File: config.mk
export PLATFORM = sky130hd
export DESIGN_NAME = ncc_commit_ctrl
export DESIGN_NICKNAME = d
export VERILOG_FILES = /design/src/ncc_pkg.sv /design/src/ncc_commit_ctrl.sv /design/src/ncc_step_source.sv
export SDC_FILE = /design/constraint.sdc
export NUM_CORES = 1
export LEC_CHECK = 0
export BUFFER_PORTS_ARGS = -buffer_cell sky130_fd_sc_hd__buf_2
export CAP_MARGIN = 25
export CORE_UTILIZATION = 50
export DETAILED_ROUTE_END_ITERATION = 6
export PLACE_DENSITY = 0.8
export SLEW_MARGIN = 20
export SYNTH_ARGS = -nofsm -noshare
export SYNTH_HDL_FRONTEND = slang
export SYNTH_HIERARCHICAL = 1
export SYNTH_SLANG_ARGS = --single-unit
File: constraint.sdc
create_clock -name core_clk -period 3.4 [get_ports core_clk]
set_input_delay 0.17 -clock core_clk [delete_from_list [all_inputs] [get_ports core_clk]]
set_output_delay 0.17 -clock core_clk [all_outputs]
set_load 0.1 [all_outputs]
File: src/ncc_pkg.sv
/*
 * Package of the commit, checksum and step control block: register offset, field positions,
 * reset value, operation codes, state enumeration and the packed carriers.
 * Assumes a 50 MHz core clock and a 16-bit register word from the serial port engine.
 */
package ncc_pkg;

    localparam logic [7:0]  REG_COMMIT_STEP_OFFS = 8'h03;
    localparam logic [15:0] REG_COMMIT_STEP_RST  = 16'h0000;

    // Field positions inside nonvolatile_commit_and_step_control
    localparam int SKIP_CRC_BIT      = 15;
    localparam int RECOMPUTE_CRC_BIT = 14;
    localparam int LOAD_NVM_BIT      = 13;
    localparam int STORE_NVM_BIT     = 12;
    localparam int STORE_PAGE_BIT    = 11;
    localparam int INT_MASK_HI       = 10;
    localparam int INT_MASK_LO       = 7;
    localparam int FRAC_MASK_HI      = 6;
    localparam int FRAC_MASK_LO      = 3;
    localparam int STEP_DOWN_BIT     = 2;
    localparam int STEP_UP_BIT       = 1;
    localparam int STEP_SOURCE_BIT   = 0;

    // Synchroniser depth for the step pin inputs
    localparam int SYNC_STAGES = 2;

    typedef enum logic [1:0] {
        NCC_OP_LOAD  = 2'h0,
        NCC_OP_STORE = 2'h1,
        NCC_OP_CRC   = 2'h2
    } ncc_op_t;

    typedef enum logic [1:0] {
        NCC_IDLE,
        NCC_WAIT_CLK,
        NCC_RUN
    } ncc_state_t;

    // Command towards the nonvolatile array engine
    typedef struct packed {
        ncc_op_t    op;
        logic       page;
        logic       withCrc;
    } ncc_nvm_cmd_t;

    // Step command towards the divider stepping datapath
    typedef struct packed {
        logic       up;
        logic       down;
        logic [3:0] intInclude;
        logic [3:0] fracInclude;
    } ncc_step_cmd_t;

endpackage

File: src/ncc_commit_ctrl.sv
/*
 * Commit, checksum and step control behind register 3h: moves configuration between the
 * two-page nonvolatile array and the live registers, runs or skips the checksum, and issues
 * divider step commands with per-channel include masks.
 * Assumes a serial port engine on core_clk giving word accesses, an array engine on core_clk
 * answering each start with a one-cycle done, and asynchronous pins and clock status.
 */
`timescale 1ns/10ps
module ncc_commit_ctrl (
    input  wire logic                   core_clk,
    input  wire logic                   srst,
    // Word access from the serial port engine
    input  wire logic [7:0]             regAddr,
    input  wire logic                   regWrEn,
    input  wire logic [15:0]            regWrData,
    input  wire logic                   regRdEn,
    output logic [15:0]                 regRdData,
    output logic                        regRdAck,
    output logic                        regRdRefused,
    // Reset causes and straps
    input  wire logic                   softResetReq,
    input  wire logic                   pinResetReq,
    input  wire logic                   page_select_pin,
    input  wire logic                   pageSelectEnable,
    // Always-on clock control
    input  wire logic                   aonClkRunning,
    input  wire logic                   pllLocked,
    input  wire logic                   keep_always_on_after_lock,
    input  wire logic                   clock_debug_register_aon_force,
    output logic                        aonClkEnable,
    // Nonvolatile array engine
    output ncc_pkg::ncc_nvm_cmd_t       nvmCmd,
    output logic                        nvmStart,
    input  wire logic                   nvmDone,
    output logic                        nvmBusy,
    // Divider stepping
    input  wire logic                   frequency_step_up_input,
    input  wire logic                   frequency_step_down_input,
    output ncc_pkg::ncc_step_cmd_t      stepCmd
);
    logic [15:0]         ctrl_q;
    ncc_pkg::ncc_state_t state_q;
    ncc_pkg::ncc_op_t    op_q;
    logic                opPage_q;
    logic                opCrc_q;
    logic                bootPend_q;
    logic                bootDone_q;
    logic                resetPend_q;
    logic [1:0]          pageSync_q;
    logic [1:0]          pageEnSync_q;
    logic [1:0]          aonSync_q;
    logic                stepUpReq_q;
    logic                stepDownReq_q;
    logic                stepUp;
    logic                stepDown;
    logic                wrHit;
    logic                rdHit;
    logic                idleTake;
    logic                loadTake;
    logic                opDone;

    assign wrHit    = regWrEn && (regAddr == ncc_pkg::REG_COMMIT_STEP_OFFS);
    assign rdHit    = regRdEn && (regAddr == ncc_pkg::REG_COMMIT_STEP_OFFS);
    assign opDone   = (state_q == ncc_pkg::NCC_RUN) && nvmDone;
    // A request is taken only from idle; a reset reload beats software requests
    assign idleTake = (state_q == ncc_pkg::NCC_IDLE) && (bootPend_q || resetPend_q
                      || ctrl_q[ncc_pkg::LOAD_NVM_BIT] || ctrl_q[ncc_pkg::STORE_NVM_BIT]
                      || ctrl_q[ncc_pkg::RECOMPUTE_CRC_BIT]);
    assign loadTake = idleTake && (bootPend_q || resetPend_q || ctrl_q[ncc_pkg::LOAD_NVM_BIT]);

    // Pin and clock status synchronisers
    // No reset on purpose: they keep sampling through srst, so the power-on load taken at
    // the first edge after release already sees the page strap and its enable. A reset
    // here would hand that load page 0 whatever the pin says.
    always_ff @(posedge core_clk) begin
        pageSync_q   <= {pageSync_q[0], page_select_pin};
        pageEnSync_q <= {pageEnSync_q[0], pageSelectEnable};
        aonSync_q    <= {aonSync_q[0], aonClkRunning};
    end

    // Reload requests: power-on boot once after srst, soft or pin reset at any time
    always_ff @(posedge core_clk) begin
        if (srst) begin
            bootPend_q  <= 1'b1;
            bootDone_q  <= 1'b0;
            resetPend_q <= 1'b0;
        end else begin
            if (idleTake && bootPend_q) begin
                bootPend_q <= 1'b0;
            end
            if (opDone && !bootDone_q) begin
                bootDone_q <= 1'b1;
            end
            // Set wins over the take in the same cycle
            if (softResetReq || pinResetReq) begin
                resetPend_q <= 1'b1;
            end else if (idleTake && !bootPend_q) begin
                resetPend_q <= 1'b0;
            end
        end
    end

    // Control register: software sets, hardware clears; a set in the clear cycle survives
    always_ff @(posedge core_clk) begin
        if (srst) begin
            ctrl_q <= ncc_pkg::REG_COMMIT_STEP_RST;
        end else begin
            if (loadTake && !bootPend_q && !resetPend_q) begin
                ctrl_q[ncc_pkg::LOAD_NVM_BIT] <= 1'b0;
            end
            if (opDone && op_q == ncc_pkg::NCC_OP_STORE) begin
                ctrl_q[ncc_pkg::STORE_NVM_BIT] <= 1'b0;
            end
            if (opDone && op_q == ncc_pkg::NCC_OP_CRC) begin
                ctrl_q[ncc_pkg::RECOMPUTE_CRC_BIT] <= 1'b0;
            end
            ctrl_q[ncc_pkg::STEP_UP_BIT]   <= 1'b0;
            ctrl_q[ncc_pkg::STEP_DOWN_BIT] <= 1'b0;
            if (wrHit) begin
                ctrl_q[ncc_pkg::SKIP_CRC_BIT]                        <= regWrData[15];
                ctrl_q[ncc_pkg::STORE_PAGE_BIT:ncc_pkg::STEP_SOURCE_BIT] <= regWrData[11:0];
                // Start bits only ever set from a write
                if (regWrData[ncc_pkg::RECOMPUTE_CRC_BIT]) begin
                    ctrl_q[ncc_pkg::RECOMPUTE_CRC_BIT] <= 1'b1;
                end
                if (regWrData[ncc_pkg::LOAD_NVM_BIT]) begin
                    ctrl_q[ncc_pkg::LOAD_NVM_BIT] <= 1'b1;
                end
                if (regWrData[ncc_pkg::STORE_NVM_BIT]) begin
                    ctrl_q[ncc_pkg::STORE_NVM_BIT] <= 1'b1;
                end
            end
        end
    end

    // Operation sequencer
    always_ff @(posedge core_clk) begin
        if (srst) begin
            state_q  <= ncc_pkg::NCC_IDLE;
            op_q     <= ncc_pkg::NCC_OP_LOAD;
            opPage_q <= 1'b0;
            opCrc_q  <= 1'b0;
        end else begin
            unique case (state_q)
                ncc_pkg::NCC_IDLE: begin
                    if (idleTake) begin
                        state_q <= ncc_pkg::NCC_WAIT_CLK;
                        if (bootPend_q) begin
                            op_q     <= ncc_pkg::NCC_OP_LOAD;
                            opPage_q <= pageSync_q[1];
                            opCrc_q  <= pageEnSync_q[1] | ~ctrl_q[ncc_pkg::SKIP_CRC_BIT];
                        end else if (resetPend_q || ctrl_q[ncc_pkg::LOAD_NVM_BIT]) begin
                            op_q     <= ncc_pkg::NCC_OP_LOAD;
                            opPage_q <= ctrl_q[ncc_pkg::STORE_PAGE_BIT];
                            opCrc_q  <= ~ctrl_q[ncc_pkg::SKIP_CRC_BIT];
                        end else if (ctrl_q[ncc_pkg::STORE_NVM_BIT]) begin
                            op_q     <= ncc_pkg::NCC_OP_STORE;
                            opPage_q <= ctrl_q[ncc_pkg::STORE_PAGE_BIT];
                            opCrc_q  <= 1'b0;
                        end else begin
                            op_q     <= ncc_pkg::NCC_OP_CRC;
                            opPage_q <= ctrl_q[ncc_pkg::STORE_PAGE_BIT];
                            opCrc_q  <= 1'b1;
                        end
                    end
                end
                ncc_pkg::NCC_WAIT_CLK: begin
                    // Array access needs the always-on clock; every operation holds here until it runs
                    if (aonSync_q[1]) begin
                        state_q <= ncc_pkg::NCC_RUN;
                    end
                end
                ncc_pkg::NCC_RUN: begin
                    if (nvmDone) begin
                        state_q <= ncc_pkg::NCC_IDLE;
                    end
                end
            endcase
        end
    end

    assign nvmStart = (state_q == ncc_pkg::NCC_WAIT_CLK) && aonSync_q[1];
    assign nvmCmd   = '{op: op_q, page: opPage_q, withCrc: opCrc_q};
    assign nvmBusy  = (state_q != ncc_pkg::NCC_IDLE);
    // Clock stays on while unlocked, while busy, or when kept or forced
    assign aonClkEnable = ~pllLocked | nvmBusy | keep_always_on_after_lock
                          | clock_debug_register_aon_force;

    // Read port: one-cycle answer; refused with zero data while a load runs
    always_ff @(posedge core_clk) begin
        if (srst) begin
            regRdData    <= 16'h0000;
            regRdAck     <= 1'b0;
            regRdRefused <= 1'b0;
        end else begin
            regRdAck     <= regRdEn;
            regRdRefused <= regRdEn && nvmBusy && (op_q == ncc_pkg::NCC_OP_LOAD);
            if (regRdEn && nvmBusy && (op_q == ncc_pkg::NCC_OP_LOAD)) begin
                regRdData <= 16'h0000;
            end else if (rdHit) begin
                regRdData <= ctrl_q;
            end else begin
                regRdData <= 16'h0000;
            end
        end
    end

    // Register step requests, one cycle wide, taken from the written word
    always_ff @(posedge core_clk) begin
        if (srst) begin
            stepUpReq_q   <= 1'b0;
            stepDownReq_q <= 1'b0;
        end else begin
            stepUpReq_q   <= wrHit && regWrData[ncc_pkg::STEP_UP_BIT];
            stepDownReq_q <= wrHit && regWrData[ncc_pkg::STEP_DOWN_BIT];
        end
    end

    ncc_step_source upSource (
        .core_clk    (core_clk),
        .srst        (srst),
        .stepPin     (frequency_step_up_input),
        .regRequest  (stepUpReq_q),
        .useRegister (ctrl_q[ncc_pkg::STEP_SOURCE_BIT]),
        .stepPulse   (stepUp)
    );

    ncc_step_source downSource (
        .core_clk    (core_clk),
        .srst        (srst),
        .stepPin     (frequency_step_down_input),
        .regRequest  (stepDownReq_q),
        .useRegister (ctrl_q[ncc_pkg::STEP_SOURCE_BIT]),
        .stepPulse   (stepDown)
    );

    // Include masks travel with the pulse; the datapath steps only included dividers
    assign stepCmd = '{up: stepUp, down: stepDown,
                       intInclude: ctrl_q[ncc_pkg::INT_MASK_HI:ncc_pkg::INT_MASK_LO],
                       fracInclude: ctrl_q[ncc_pkg::FRAC_MASK_HI:ncc_pkg::FRAC_MASK_LO]};
endmodule

File: src/ncc_step_source.sv
/*
 * One step direction: synchronises the pin input, finds its rising edge and chooses between
 * the pin edge and the register request.
 * Assumes the pin is asynchronous to core_clk and the register request is a one-cycle pulse.
 */
`timescale 1ns/10ps
module ncc_step_source (
    input  wire logic core_clk,
    input  wire logic srst,
    input  wire logic stepPin,
    input  wire logic regRequest,
    input  wire logic useRegister,
    output logic      stepPulse
);
    logic [ncc_pkg::SYNC_STAGES-1:0] sync_q;
    logic                            last_q;

    // Two flip-flops before anyone looks at the pin
    always_ff @(posedge core_clk) begin
        if (srst) begin
            sync_q <= '0;
            last_q <= 1'b0;
        end else begin
            sync_q <= {sync_q[ncc_pkg::SYNC_STAGES-2:0], stepPin};
            last_q <= sync_q[ncc_pkg::SYNC_STAGES-1];
        end
    end

    // Source select; edge is taken only from the second stage
    always_ff @(posedge core_clk) begin
        if (srst) begin
            stepPulse <= 1'b0;
        end else if (useRegister) begin
            stepPulse <= regRequest;
        end else begin
            stepPulse <= sync_q[ncc_pkg::SYNC_STAGES-1] & ~last_q;
        end
    end
endmodule

======== Yosys cells after proc, flatten, opt, wreduce, memory -nomap -nowiden ========
Index checks and enable logic that the tools add are counted.
storage, ports and cells
  word-level logic and storage cells ...... 97
  output and inout port bits .............. 35
  bits in registers ....................... 58
  input port bits ......................... 39
operators by class
  equality and inequality tests ........... 8
  bitwise gates (word level) .............. 12
  reduce and logical (&&, ||, !) cells .... 32
  mux-type cells .......................... 22
operator list
  cell                number
  $logic_and 1x1->1   16
  $mux 15             1
  $mux 1              14
  $mux 2              6
  $eq 8x2->1 const B  1
  $logic_or 1x1->1    6
  $ne 2x2->1 const B  3
  $not 1->1           6
  $pmux 2 s3          1
  $eq 2x1->1 const B  2
  $eq 2x2->1 const B  2
  $logic_not 2->1     2
  $or 1x1->1          4
  $reduce_bool 2->1   2
  $reduce_and 3->1    1
  $reduce_or 3->1     1
  $and 1x1->1         2
  $logic_not 1->1     2
  $reduce_and 2->1    1
  $reduce_or 2->1     1

======== Depth between registers and ports, before layout ========
  depth in word-level cells ............... 11
  depth in mapped cells ................... 7
  depth with buffers taken out ............ 5

======== By module ========
Netlist, hierarchy kept.
modules (own cells, without submodules)
  module           cells an instance  instances  sequential area each (µm²)  area an instance (µm²)
  ncc_commit_ctrl  179                1          1001.0                      1866.8
  ncc_step_source  10                 2          80.1                        116.4

======== Worst setup path before layout ========
Ideal clock, no wire load.
  path kind ............................... reg2reg
  start ................................... reg op_q[0]
  end ..................................... reg regRdData[12]
  setup time .............................. 59 ps
  arrival ................................. 1802 ps
  clock period less this slack ............ 1861 ps
  cell stages (with the launch flop) ...... 5
  required time ........................... 3341 ps
  path slack .............................. 1539 ps
  buffers on the path ..................... 1
  cells stage by stage .................... dfxtp_1 -> nor3_1 -> nor4b_4 -> buf_6 -> and2_1
on the way
  longest elaborated chain between the ends .. 3
RTL lines
  item                       line                    text
  start: declaration         ncc_commit_ctrl.sv:43   ncc_pkg::ncc_op_t op_q;
  start signal: assignment   ncc_commit_ctrl.sv:140  op_q <= ncc_pkg::NCC_OP_LOAD;
  start signal: assignment   ncc_commit_ctrl.sv:149  op_q <= ncc_pkg::NCC_OP_LOAD;
  start signal: assignment   ncc_commit_ctrl.sv:153  op_q <= ncc_pkg::NCC_OP_LOAD;
  $logic_not 2->1            ncc_commit_ctrl.sv:198  if (regRdEn && nvmBusy && (op_q == ncc_pkg::NCC_OP_LOAD)) begin
  $logic_and 1x1->1          ncc_commit_ctrl.sv:198
  $reduce_or 3->1 (no line)  n/a
  end signal: assignment     ncc_commit_ctrl.sv:201  regRdData <= ctrl_q;
  end: declaration           ncc_commit_ctrl.sv:17   output logic [15:0] regRdData,
Every way passes these cells.
A chain may end at the register's enable or synchronous reset.

======== Worst setup path after layout ========
  start ................................... reg state_q[1]
  end ..................................... out nvmBusy
on the way
  longest elaborated chain between the ends .. 1
RTL lines
  item                      line                    text
  start: declaration        ncc_commit_ctrl.sv:42   ncc_pkg::ncc_state_t state_q;
  start signal: assignment  ncc_commit_ctrl.sv:139  state_q <= ncc_pkg::NCC_IDLE;
  start signal: assignment  ncc_commit_ctrl.sv:147  state_q <= ncc_pkg::NCC_WAIT_CLK;
  start signal: assignment  ncc_commit_ctrl.sv:170  state_q <= ncc_pkg::NCC_RUN;
  $reduce_bool 2->1         ncc_commit_ctrl.sv:184  assign nvmBusy = (state_q != ncc_pkg::NCC_IDLE);
  end: declaration          ncc_commit_ctrl.sv:35   output logic nvmBusy,
Every way passes these cells.

==> results.py <==
metrics = {
    "drt": {
        "routedWlPerCell_um": 11.75,
        "wl_um": 3796,
        "post-route-drc-count": 0,
        "dr_wl_met2_um": 1923,
        "viasPerCell": 4.759,
        "top_layer_used": "met4",
        "dr.pass1.iters": 4,
        "drt_iter0_markers": 41,
        "wl_met1_um": 1591,
        "met3_length_um": 215,
        "ant_nets": 0,
        "num_vias": 1537,
    },
    "placed_design": {
        "portBuffers": 73,
        "place_congestion": 0.8618,
        "dp_hpwl_um": 2709,
        "dpl-instance-area_um2": 2407,
    },
    "power": {
        "p_switching_uw": 550.7,
        "p_seq_share_pct": 40.9,
        "power.share.clock_pct": 38.5,
        "total_power_mw": 1.789,
        "p_leak_nw": 1.222,
        "comb_power_share_pct": 20.6,
        "ir_drop_uv": 475.7,
        "switching_share_pct": 30.78,
        "powerDensity_nw_per_um2": 673.6,
        "p_int_mw": 1.238,
    },
    "timing": {
        "tightest_slew_ns": 0.6825,
        "finalSetupTns_ns": 0,
        "hold_slack_ns": 0.04045,
        "period_needed_ns": 1.853,
        "relSlewSlack_pct": 54.31,
        "fin_crit_sh_pct": 54.51,
        "rsz0062_at_grt": "false",
        "max_freq_mhz": 539.5,
        "final_hold_viol_count": 0,
        "setup_violations": 0,
        "slew_violations": 0,
        "skew_ns": 0.005589,
    },
    "clocking": {
        "clk_latency_ns": 0.33,
        "clock-sinks": 58,
        "numCtsBuffers": 9,
        "postCtsResizedCells": 0,
        "cts_max_level": 3,
        "cts_root_buf": "clkbuf_8",
        "cts_tree": "done",
        "clockBufferDepth": 2,
        "cts.clk_slew.worst_paths_ns": 0.06,
    },
    "critical_path": {
        "worst-path-max-fanout": 9,
        "cp.required_ns": 3.23,
        "worst-path-buf-inv": 3,
        "r2r-end": "state_q[0]",
        "crit_arrival_ns": 1.68,
        "cpPeakStageDelay_ns": 0.44,
        "crit_chain": "inv_1 > ha_1 > inv_2 > buf_2",
        "timing.rr.start": "state_q[1]",
        "worstSetupPathType": "reg2out",
        "r2r_slack_ns": 1.56,
        "critPathCaptureType": "output pin",
        "crit_slowest_cell": "buf_2",
        "r2r_cells": 5,
        "cp-start-kind": "flop",
        "crit_family": "buffers and inverters",
    },
    "layout": {
        "final_area_um2": 2656,
        "drive_gt1_share_pct": 34.80,
        "syn_to_final_growth_pct": 26.52,
        "num-nets-final": 311,
        "final.fill_count": 335,
        "final_util_pct": 65.93,
        "n_antenna_cell": 0,
    },
    "floorplan": {
        "die_y_um": 66.80,
        "die-area_um2": 4462,
        "fp.dieW_um": 66.80,
        "initial_core_util_pct": 52.11,
        "num_rows": 23,
        "core-area_um2": 4029,
        "boundaryPins": 74,
    },
    "yosys": {
        "yosys_warnings": 6,
        "yosysSeqAreaShare_pct": 55.30,
        "syn_nets": 242,
        "synthDistinctLibCells": 34,
        "netlist_area_um2": 2100,
        "synth.avg_cell_area_um2": 10.55,
        "ys_ff_latch": 58,
        "syn_inst": 199,
    },
    "hold_path": {
        "min_from": "regWrData[13]",
        "hold_path_end": "ctrl_q[13]",
        "hold_path.class": "in2reg",
        "min_path_cells": 2,
    },
    "global_route": {
        "grt_pass1_wl_um": 6003,
        "grt_pass1_vias": 1389,
        "gr-total-overflow": 0,
        "grt_use_total_pct": 19.28,
        "antenna_found_initial": 0,
        "grt_max_degree": 30,
    },
    "job": {
        "drv_cap": 0,
    },
    "outcome": {
        "outcome": "completed",
    },
}
==> timing repair <==
action	4_1_cts	5_1_grt
setup buffers	0	0
endpoints found under the hold margin	3	0
setup endpoints to repair	0	0
hold buffers	3	0
==> power by group through the flow <==
stage | clock (mW) | combinational [mW] | sequential (mW)
floorplan | 0 | 0.285 | 0.760
global placement | 0 | 0.362 | 0.745
detailed placement | 0 | 0.367 | 0.747
CTS | 0.703 | 0.372 | 0.731
global route | 0.743 | 0.395 | 0.735
finish | 0.689 | 0.369 | 0.732
==> cells by family after synthesis <==
logic type | share of synthesized area [%]
adder cells (fa/ha/maj) | 2.384
flip-flops | 55.30
buffers and inverters | 6.973
AND/OR/NAND/NOR | 21.99
AO/OA/AOI/OAI | 5.602
multiplexers | 7.747
==> per-layer routing <==
layer | vias up | global-route usage, %
met1 | 700 | 19.03
met5 | - | 0
li1 | 783 | -
met4 | 0 | 10.90
met3 | 7 | 9.075
met2 | 47 | 32.83
==> worst max-delay path by stage <==
stage	cells after the start	end	slack [ns]	from
4_1_cts	4	nvmBusy	1.53	state_q[0]
3_5_place_dp	5	regRdData[8]	1.54	state_q[1]
5_1_grt	5	regRdData[4]	1.43	state_q[1]
6_report	4	nvmBusy	1.55	state_q[1]
2_1_floorplan	4	regRdData[12]	1.54	op_q[0]
3_3_place_gp	4	regRdData[0]	1.63	regAddr[3]
==> flip-flops by register name, summed over array words and instances, names as in the netlist, 2 cells and up <==
| register | flops |
|---|---|
| aonSync_q | 2 |
| ctrl_q | 16 |
| downSource/sync_q | 2 |
| op_q | 2 |
| pageEnSync_q | 2 |
| pageSync_q | 2 |
| regRdData | 16 |
| state_q | 2 |
| upSource/sync_q | 2 |
==> stage by stage <==
step | std cells | setup slack, ns
after floorplan | 199 | 1.539
after global placement | 304 | 1.632
after detailed placement | 304 | 1.543
after CTS | 323 | 1.527
after global routing | 323 | 1.431
final | 323 | 1.547
==> layout by cell type, fill, tap and decap left out, types with 3 or more instances in the layout <==
| cell type | n |
|---|---|
| a21oi_1 | 5 |
| and2_1 | 22 |
| buf_2 | 73 |
| clkbuf_8 | 10 |
| dfxtp_1 | 58 |
| dlygate4sd3_1 | 3 |
| ha_1 | 4 |
| inv_1 | 3 |
| mux2i_1 | 14 |
| nand2_1 | 30 |
| nor2_1 | 6 |
| nor2b_1 | 9 |
==> cell usage after synthesis <==
master / count / share of area (%)
buf_6: 1 / 0.54
buf_4: 13 / 4.6
dfxtp_1: 58 / 55
nand4b_1: 2 / 0.83
or4_4: 1 / 0.54
nand4bb_1: 1 / 0.54
clkbuf_1: 5 / 0.89
mux2_1: 2 / 1.1
nor2b_1: 9 / 2.7
nor3b_1: 1 / 0.36
a21o_1: 1 / 0.36
o2bb2ai_1: 1 / 0.42
inv_2: 2 / 0.36
nand2_1: 30 / 5.4
a32o_1: 2 / 0.95
nor3_1: 2 / 0.48
and2_1: 22 / 6.6
nand2b_1: 1 / 0.30
inv_1: 3 / 0.54
o21ai_1: 1 / 0.24
o221a_1: 1 / 0.54
mux2i_1: 14 / 6.7
nor3_2: 1 / 0.48
or3b_1: 2 / 0.83
ha_1: 4 / 2.4
nand3_1: 1 / 0.24
a32oi_1: 1 / 0.42
o41ai_1: 1 / 0.42
a211oi_1: 2 / 0.71
nor2_1: 6 / 1.1
nor4b_4: 1 / 1.1
a21oi_1: 5 / 1.2
o31ai_1: 1 / 0.36
nor4_2: 1 / 0.60
==> final cells by class <==
class                   count  area, um^2  area share [%]
clock buffers              11       141.4           5.323
clock inverters             5       77.57           2.920
well taps                  50       62.56           2.355
repair buffers             77       402.9           15.17
flip-flops and latches     58        1161           43.71
inverters                   5       18.77          0.7065
multi-input cells         117       792.0           29.82
Note: power is estimated with default switching activity, not from simulation.
